$ cat src/rdd_defines.vh
// Offsets, field layout, reset values and write masks of the rail disable and discharge bank
`ifndef RDD_DEFINES_VH
`define RDD_DEFINES_VH

// Register offsets
`define RDD_OFS_LDO_TWO_CTRL    8'h28
`define RDD_OFS_LDO_THREE_CTRL  8'h29
`define RDD_OFS_DISCH_ONE       8'h40
`define RDD_OFS_DISCH_TWO       8'h41
`define RDD_OFS_DISCH_THREE     8'h42

// Control register layout
`define RDD_RUN_BIT             0
`define RDD_SLEEP_RSV_MSB       5
`define RDD_SLEEP_RSV_LSB       2
`define RDD_LDO_TWO_WMASK       8'h3F
`define RDD_LDO_THREE_WMASK     8'h3D

// Discharge field layout: four fields per register (three in the last), two bits each
`define RDD_FIELD_W             2
`define RDD_FIELDS_PER_REG      4
`define RDD_RAIL_COUNT          11
`define RDD_DISCH_THREE_WMASK   8'h3F

// Discharge codes
`define RDD_DSC_NONE            2'h0
`define RDD_DSC_100_OHM         2'h1
`define RDD_DSC_200_OHM         2'h2
`define RDD_DSC_500_OHM         2'h3

// Factory configuration defaults
`define RDD_RST_LDO_TWO_CTRL    8'h3D
`define RDD_RST_LDO_THREE_CTRL  8'h3D
`define RDD_RST_DISCH_ONE       8'h55
`define RDD_RST_DISCH_TWO       8'h55
`define RDD_RST_DISCH_THREE     8'h15

`endif

$ cat src/rdd_dsch_field.v
// One two-bit discharge selection field that clears itself when its rail turns on
`include "rdd_defines.vh"

module rdd_dsch_field #(
  parameter [1:0] RST_VAL = 2'h1
) (
  // Clock and reset
  input  wire       clk,
  input  wire       rst,
  // Host write
  input  wire       wr_en,
  input  wire [1:0] wr_data,
  // Rail status
  input  wire       rail_en,
  // Field value
  output reg  [1:0] sel_q
);

  reg rail_en_q;

  // Rising edge of the rail enable clears the field; a write in the same cycle loses
  always @(posedge clk) begin
    if (rst) begin
      rail_en_q <= 1'b0;
      sel_q     <= RST_VAL;
    end else begin
      rail_en_q <= rail_en;
      if (rail_en && !rail_en_q) begin
        sel_q <= `RDD_DSC_NONE;
      end else if (wr_en) begin
        sel_q <= wr_data;
      end
    end
  end

endmodule // rdd_dsch_field

$ cat src/rdd_regs.v
// Register bank for forced LDO disable and rail output discharge selection
`include "rdd_defines.vh"

// Behaviour
// Run bit zero forces second LDO off
// Third LDO bit 0 disables it
// Host keeps sleep reserved bits at 1111
// Two-bit code picks discharge load
// Rail turning on clears its field
// Register 40h holds step-down rails one-four
// Register 41h holds rails five, six, A1, LDO2
// Register 42h holds LDO3, B1, B2; 7:6 zero
// Third LDO control decoded at 29h
// Second LDO control decoded at 28h
// Reset values are factory build parameters
module rdd_regs #(
  parameter [7:0] RST_LDO_TWO_CTRL   = `RDD_RST_LDO_TWO_CTRL,
  parameter [7:0] RST_LDO_THREE_CTRL = `RDD_RST_LDO_THREE_CTRL,
  parameter [7:0] RST_DISCH_ONE      = `RDD_RST_DISCH_ONE,
  parameter [7:0] RST_DISCH_TWO      = `RDD_RST_DISCH_TWO,
  parameter [7:0] RST_DISCH_THREE    = `RDD_RST_DISCH_THREE
) (
  // Clock and reset
  input  wire        CLOCK,
  input  wire        SYS_RST,
  // Register access from the serial interface
  input  wire [7:0]  REG_ADDR,
  input  wire        REG_WR,
  input  wire [7:0]  REG_WDATA,
  input  wire        REG_RD,
  output reg  [7:0]  REG_RDATA,
  // Enable requests decoded from the control input pins
  input  wire        LDO_TWO_PIN_REQ,
  input  wire        LDO_THREE_PIN_REQ,
  // Enabled state of each rail, index order follows the discharge fields
  input  wire [10:0] RAIL_EN,
  // Regulator enables after the host override
  output reg         LDO_TWO_EN,
  output reg         LDO_THREE_EN,
  // Discharge selections, field i in bits 2i+1:2i
  output wire [21:0] DISCH_SEL
);

  // Full byte compare, used by the write strobe decode; the read mux has its own case
  function hit;
    input [7:0] addr;
    input [7:0] ofs;
    begin
      hit = (addr == ofs);
    end
  endfunction

  // Bits of a control register that take a host write; reserved read-only bits drop out
  function [7:0] ctrl_wmask;
    input [7:0] ofs;
    begin
      case (ofs)
        `RDD_OFS_LDO_TWO_CTRL:   ctrl_wmask = `RDD_LDO_TWO_WMASK;
        `RDD_OFS_LDO_THREE_CTRL: ctrl_wmask = `RDD_LDO_THREE_WMASK;
        default:                 ctrl_wmask = 8'h00;
      endcase
    end
  endfunction

  // Reset value of discharge field idx; declared ahead of the generate that calls it
  function [1:0] disch_rst_slice;
    input integer idx;
    reg [23:0] rst_all;
    begin
      rst_all         = {RST_DISCH_THREE & `RDD_DISCH_THREE_WMASK,
                         RST_DISCH_TWO,
                         RST_DISCH_ONE};
      disch_rst_slice = rst_all[2*idx +: 2];
    end
  endfunction

  // Rail positions in RAIL_EN and DISCH_SEL
  localparam integer RAIL_STEP_DOWN_1  = 0;
  localparam integer RAIL_STEP_DOWN_2  = 1;
  localparam integer RAIL_STEP_DOWN_3  = 2;
  localparam integer RAIL_STEP_DOWN_4  = 3;
  localparam integer RAIL_STEP_DOWN_5  = 4;
  localparam integer RAIL_STEP_DOWN_6  = 5;
  localparam integer RAIL_SWITCH_A_ONE = 6;
  localparam integer RAIL_LDO_TWO      = 7;
  localparam integer RAIL_LDO_THREE    = 8;
  localparam integer RAIL_SWITCH_B_ONE = 9;
  localparam integer RAIL_SWITCH_B_TWO = 10;

  // Register state and decode
  reg  [7:0]  ldo_two_control_q;
  reg  [7:0]  ldo_three_control_q;
  reg  [7:0]  rdata_d;
  wire        ldo_two_wr;
  wire        ldo_three_wr;
  wire        ldo_two_run_bit;
  wire        ldo_three_run_bit;
  wire [2:0]  disch_wr;
  wire [23:0] disch_wdata;
  wire [7:0]  disch_one_rd;
  wire [7:0]  disch_two_rd;
  wire [7:0]  disch_three_rd;

  // Discharge selection of each rail, as held by its field
  wire [1:0]  step_down_1_discharge_sel;
  wire [1:0]  step_down_2_discharge_sel;
  wire [1:0]  step_down_3_discharge_sel;
  wire [1:0]  step_down_4_discharge_sel;
  wire [1:0]  step_down_5_discharge_sel;
  wire [1:0]  step_down_6_discharge_sel;
  wire [1:0]  switch_a_one_discharge_sel;
  wire [1:0]  ldo_two_discharge_sel;
  wire [1:0]  ldo_three_discharge_sel;
  wire [1:0]  switch_b_one_discharge_sel;
  wire [1:0]  switch_b_two_discharge_sel;

  // Named views of the packed field vector
  assign step_down_1_discharge_sel  = DISCH_SEL[2*RAIL_STEP_DOWN_1 +: 2];
  assign step_down_2_discharge_sel  = DISCH_SEL[2*RAIL_STEP_DOWN_2 +: 2];
  assign step_down_3_discharge_sel  = DISCH_SEL[2*RAIL_STEP_DOWN_3 +: 2];
  assign step_down_4_discharge_sel  = DISCH_SEL[2*RAIL_STEP_DOWN_4 +: 2];
  assign step_down_5_discharge_sel  = DISCH_SEL[2*RAIL_STEP_DOWN_5 +: 2];
  assign step_down_6_discharge_sel  = DISCH_SEL[2*RAIL_STEP_DOWN_6 +: 2];
  assign switch_a_one_discharge_sel = DISCH_SEL[2*RAIL_SWITCH_A_ONE +: 2];
  assign ldo_two_discharge_sel      = DISCH_SEL[2*RAIL_LDO_TWO +: 2];
  assign ldo_three_discharge_sel    = DISCH_SEL[2*RAIL_LDO_THREE +: 2];
  assign switch_b_one_discharge_sel = DISCH_SEL[2*RAIL_SWITCH_B_ONE +: 2];
  assign switch_b_two_discharge_sel = DISCH_SEL[2*RAIL_SWITCH_B_TWO +: 2];

  // Write strobes per control register
  assign ldo_two_wr   = REG_WR && hit(REG_ADDR, `RDD_OFS_LDO_TWO_CTRL);
  assign ldo_three_wr = REG_WR && hit(REG_ADDR, `RDD_OFS_LDO_THREE_CTRL);

  // Write strobes per discharge register
  assign disch_wr[0] = REG_WR && hit(REG_ADDR, `RDD_OFS_DISCH_ONE);
  assign disch_wr[1] = REG_WR && hit(REG_ADDR, `RDD_OFS_DISCH_TWO);
  assign disch_wr[2] = REG_WR && hit(REG_ADDR, `RDD_OFS_DISCH_THREE);

  // Every field sees the whole byte; the generate picks its own two bits
  assign disch_wdata = {REG_WDATA, REG_WDATA, REG_WDATA};

  // One field per rail; the fields sit packed so each register is one byte of the vector, six bits for the third
  genvar gi;
  generate
    for (gi = 0; gi < `RDD_RAIL_COUNT; gi = gi + 1) begin : g_field
      rdd_dsch_field #(
        .RST_VAL (disch_rst_slice(gi))
      ) u_field (
        .clk     (CLOCK),
        .rst     (SYS_RST),
        .wr_en   (disch_wr[gi / `RDD_FIELDS_PER_REG]),
        .wr_data (disch_wdata[2*gi+1:2*gi]),
        .rail_en (RAIL_EN[gi]),
        .sel_q   (DISCH_SEL[2*gi+1:2*gi])
      );
    end
  endgenerate

  // Byte views for the read mux; top two bits of the third register read zero
  assign disch_one_rd   = {step_down_4_discharge_sel, step_down_3_discharge_sel,
                           step_down_2_discharge_sel, step_down_1_discharge_sel};
  assign disch_two_rd   = {ldo_two_discharge_sel, switch_a_one_discharge_sel,
                           step_down_6_discharge_sel, step_down_5_discharge_sel};
  assign disch_three_rd = {2'h0, switch_b_two_discharge_sel,
                           switch_b_one_discharge_sel, ldo_three_discharge_sel};

  // Run bits straight out of the control registers
  assign ldo_two_run_bit   = ldo_two_control_q[`RDD_RUN_BIT];
  assign ldo_three_run_bit = ldo_three_control_q[`RDD_RUN_BIT];

  // Second LDO control: only writable bits take the write, reserved 7:6 stay zero
  always @(posedge CLOCK) begin
    if (SYS_RST) begin
      ldo_two_control_q <= RST_LDO_TWO_CTRL & ctrl_wmask(`RDD_OFS_LDO_TWO_CTRL);
    end else if (ldo_two_wr) begin
      ldo_two_control_q <= REG_WDATA & ctrl_wmask(`RDD_OFS_LDO_TWO_CTRL);
    end
  end

  // Third LDO control: bit 1 is read-only too, so it never holds a one
  always @(posedge CLOCK) begin
    if (SYS_RST) begin
      ldo_three_control_q <= RST_LDO_THREE_CTRL & ctrl_wmask(`RDD_OFS_LDO_THREE_CTRL);
    end else if (ldo_three_wr) begin
      ldo_three_control_q <= REG_WDATA & ctrl_wmask(`RDD_OFS_LDO_THREE_CTRL);
    end
  end

  // Run bit overrides whatever the control pins ask for; off by the second edge after a clearing write,
  // and the sleep bits in 5:2 are left to the host since nothing here acts on them
  always @(posedge CLOCK) begin
    if (SYS_RST) begin
      LDO_TWO_EN <= 1'b0;
    end else begin
      LDO_TWO_EN <= LDO_TWO_PIN_REQ & ldo_two_run_bit;
    end
  end

  // Same override for the third LDO
  always @(posedge CLOCK) begin
    if (SYS_RST) begin
      LDO_THREE_EN <= 1'b0;
    end else begin
      LDO_THREE_EN <= LDO_THREE_PIN_REQ & ldo_three_run_bit;
    end
  end

  // Read mux; unmapped offsets read zero
  always @* begin
    rdata_d = 8'h00;
    case (REG_ADDR)
      `RDD_OFS_LDO_TWO_CTRL:   rdata_d = ldo_two_control_q;
      `RDD_OFS_LDO_THREE_CTRL: rdata_d = ldo_three_control_q;
      `RDD_OFS_DISCH_ONE:      rdata_d = disch_one_rd;
      `RDD_OFS_DISCH_TWO:      rdata_d = disch_two_rd;
      `RDD_OFS_DISCH_THREE:    rdata_d = disch_three_rd;
      default:                 rdata_d = 8'h00;
    endcase
  end

  // Read data is held until the next read, so the serial shifter may sample late
  always @(posedge CLOCK) begin
    if (SYS_RST) begin
      REG_RDATA <= 8'h00;
    end else if (REG_RD) begin
      REG_RDATA <= rdata_d;
    end
  end

endmodule // rdd_regs

$ cat config.mk
export PLATFORM = sky130hd
export DESIGN_NAME = rdd_regs
export DESIGN_NICKNAME = d
export VERILOG_FILES = /design/src/rdd_dsch_field.v /design/src/rdd_regs.v
export VERILOG_INCLUDE_DIRS = /design/src
export SDC_FILE = /design/constraint.sdc
export NUM_CORES = 1
export LEC_CHECK = 0
export BUFFER_PORTS_ARGS = -buffer_cell sky130_fd_sc_hd__buf_2
export CAP_MARGIN = 10
export CELL_PAD_IN_SITES_DETAIL_PLACEMENT = 0
export CELL_PAD_IN_SITES_GLOBAL_PLACEMENT = 2
export CORE_UTILIZATION = 29
export CTS_CLUSTER_SIZE = 20
export DETAILED_ROUTE_END_ITERATION = 10
export PLACE_DENSITY_LB_ADDON = 0.2
export SLEW_MARGIN = 25
export SYNTH_ARGS = -nofsm -noshare
export SYNTH_HDL_FRONTEND = slang
export SYNTH_SLANG_ARGS = --single-unit
$ cat constraint.sdc
create_clock -name CLOCK -period 5.4 [get_ports CLOCK]
set_clock_uncertainty 0.05 [all_clocks]
set_input_delay 1.08 -clock CLOCK [delete_from_list [all_inputs] [get_ports CLOCK]]
set_output_delay 1.08 -clock CLOCK [all_outputs]
set_load 0.005 [all_outputs]
==> out/qor.yml <==
clocking:
  cts_buffers: 5
  hold_buffers: 0
  cts-root-buf: "clkbuf_8"
  htreeDepth: 2
  clk_latency_ns: 0.30
  cts_setup_buffers: 0
  cts_max_path_buffers: 2
  cts_resized: 0
  cts.sinks: 54
  clk_pin_slew_worst_paths_ns: 0.09
  cts_tree: "yes"
pwr:
  p_leak_nw: 1.28
  peakVddDrop_uv: 110
  net-switching-power_mw: 0.173
  pwr-share-comb: 0.095
  power_density_nw_per_um2: 277
  p_int_mw: 0.584
  p_clk_frac: 0.351
  p_seq_frac: 0.554
  power_mw: 0.757
  swShare: 0.229
synth:
  synth_cell_types: 33
  synth_nets: 259
  synth_cells: 226
  synth_top_family_by_area: "simple AND/OR/NAND/NOR gates"
  synthMuxAreaShare: 0.161
  syn_area_per_cell_um2: 9.97
  yosys_warnings: 0
  synth_fa_ha_area_frac: 0
  yosys.area_share.simple: 0.206
  ys_ff_latch: 54
  ys_seq_area_frac: 0.480
  synth_compound_area_frac: 0.118
  synthesis.area_um2: 2250
  synth_xor_area_frac: 0
placement:
  dp_hpwl_mm: 4.01
  routabilityCongestion: 0.731
  placed_cells: 375
  pre_cts_slack_ns: 2.27
  port_buffers: 64
detailed_routing:
  drtIter0Drc: 59
  first_pass_iters: 4
  routed_wl_mm: 5.60
  wl_per_cell_um: 14.6
  avgViaCountPerCell: 4.67
  drc: 0
  final_antenna_net_count: 0
  num_vias: 1787
hold_path:
  min_path_type: "reg -> reg"
  hold_path_end: "REG_RDATA[6]"
  hold_path_depth: 2
  worstHoldStart: "REG_RDATA[6]"
timing:
  rsz0062_at_grt: "false"
  fmax_ghz: 0.358
  hold_viol_final: 0
  slew_violations: 0
  max-slew-margin-rel: 0.360
  setup_violations: 0
  post-route-period-util: 0.517
  tightest_slew_ns: 0.952
  totalNegativeSetupSlack_ns: 0
  fin_ws_ns: 2.61
  finalCriticalPeriod_ns: 2.79
die:
  fp-row-count: 31
  die_y_um: 90.1
  io_pins: 65
  core_area_um2: 7370
  initial_core_util: 0.306
  die_area_um2: 8120
  fp.dieW_um: 90.1
global_routing:
  grt_max_degree: 44
  antenna_found_initial: 0
  first_global_vias: 1733
  grt_pass1_wl_mm: 9.11
  overflow: 0
  track_usage: 0.143
setup_path:
  path_max_fanout: 11
  worstRegToRegCells: 2
  timing.rr.end: "REG_RDATA[1]"
  setup.worst_path.end_class: "register"
  reg2reg_from: "ldo_two_control_q[1]"
  reg2reg_slack_ns: 4.22
  crit_arrival_ns: 2.92
  cp-start-kind: "input pin"
  path_class: "in -> reg"
  crit_required_ns: 5.53
final_layout:
  drive_gt1_frac: 0.271
  area_delta_synth_final_pct: 21.4
  antenna_cells: 0
  nets: 316
  final_cells: 383
job:
  cap_violations: 0
outcome:
  run_status: "finished, final reports clean"
[critical path, cell delays in order]
cell     delay, ns
buf_2         0.12
or4_4         0.60
nor4_2        0.81
mux2i_1       0.27
nor2_1        0.05
[logic make-up (layout without fill, tap and decap cells)]
group,after synthesis,after routing
mux,36,36
compound gates,40,40
simple gates,80,80
flops,54,54
buf+inv,16,74
[synth_stat cells (all sizes together)]
cell | number | area [um2]
o21bai | 11 | 82.6
o22ai | 4 | 25.0
mux2 | 2 | 22.5
inv | 1 | 3.75
nand3 | 2 | 10.0
and3 | 1 | 6.26
nand3b | 1 | 7.51
nand2b | 2 | 12.5
a211oi | 4 | 30.0
a21oi | 13 | 65.1
and3b | 2 | 17.5
or3b | 1 | 8.76
and2 | 1 | 6.26
nand2 | 2 | 7.51
nor3b | 1 | 7.51
or3 | 1 | 6.26
nor3 | 24 | 125
nand4 | 1 | 6.26
nor4 | 1 | 12.5
nor2b | 23 | 144
or4 | 2 | 22.5
a22oi | 4 | 30.0
a311oi | 1 | 8.76
clkbuf | 10 | 37.5
mux2i | 34 | 340
or4b | 1 | 10.0
o2bb2ai | 2 | 17.5
dfxtp | 54 | 1080
nor2 | 14 | 52.6
buf | 5 | 37.5
o31ai | 1 | 7.51
[layout by cell type, fill, tap and decap left out]
cell | netlist | layout
buf_2 | 3 | 64
dfxtp_1 | 54 | 54
mux2i_1 | 34 | 34
nor2b_1 | 23 | 23
nor3_1 | 23 | 23
nor2_1 | 14 | 14
a21oi_1 | 13 | 13
o21bai_1 | 11 | 11
clkbuf_8 | 0 | 5
o22ai_1 | 4 | 4
a22oi_1 | 4 | 4
a211oi_1 | 4 | 4
nand2_1 | 2 | 2
or4_4 | 2 | 2
and3b_1 | 2 | 2
nand2b_1 | 2 | 2
mux2_2 | 2 | 2
nand3_1 | 2 | 2
o2bb2ai_1 | 2 | 2
clkbuf_1 | 10 | 2
or3b_1 | 1 | 1
or3_1 | 1 | 1
inv_1 | 1 | 1
nor3b_1 | 1 | 1
nand4_1 | 1 | 1
nand3b_1 | 1 | 1
nor3_2 | 1 | 1
nor4_2 | 1 | 1
and3_1 | 1 | 1
and2_1 | 1 | 1
o31ai_1 | 1 | 1
or4b_1 | 1 | 1
a311oi_1 | 1 | 1
bufinv_16 | 0 | 1
buf_4 | 0 | 1
[how the worst max path moves through the flow]
stage,slack [ns],to,cells after the start,from
floorplan,2.74,g_field[2].u_field.sel_q[0],6,REG_ADDR[1]
global placement,2.32,ldo_two_control_q[1],5,REG_ADDR[1]
detailed placement,2.27,ldo_two_control_q[1],5,REG_ADDR[1]
CTS,2.60,ldo_two_control_q[1],5,REG_ADDR[1]
global route,2.44,ldo_two_control_q[1],5,REG_ADDR[1]
finish,2.61,ldo_two_control_q[1],5,REG_ADDR[1]
[flip-flops by register name, indices dropped and copies added (netlist names)]
signal / flops
g_field.u_field.sel_q: 22
LDO_THREE_EN: 1
ldo_two_control_q: 6
ldo_three_control_q: 5
LDO_TWO_EN: 1
REG_RDATA: 8
g_field.u_field.rail_en_q: 11
[power groups by stage]
stage | Combinational [mW] | Sequential, mW | Clock (mW)
2_1_floorplan | 0.0388 | 0.428 | 0
5_1_grt | 0.0799 | 0.422 | 0.295
6_report | 0.0717 | 0.420 | 0.266
4_1_cts | 0.0728 | 0.420 | 0.276
3_3_place_gp | 0.0723 | 0.429 | 0
3_5_place_dp | 0.0725 | 0.429 | 0
[metal layers]
layer  up-vias  global-route usage  wire, um
met1       820               0.196      2810
li1        918                   -         -
met3         4              0.0372       248
met5         -                   0         0
met4         0              0.0363        45
met2        45               0.223      2490
[layout make-up]
cell class	instances	area [um2]
Tap cell	99	124
Inverter	1	3.75
Fill cell	790	4630
Timing Repair Buffer	65	328
Clock inverter	1	30.0
Multi-Input combinational cell	156	1090
Clock buffer	7	76.3
Sequential cell	54	1080
[metrics by stage]
stage	util	instance area, um2	hold WS [ns]
6_report	0.371	2740	0.421
5_1_grt	0.371	2740	0.459
2_1_floorplan	-	2250	0.401
3_3_place_gp	0.357	2630	0.404
4_1_cts	0.371	2740	0.423
3_5_place_dp	0.357	2630	0.407
Power figures use the tool's default switching activity.
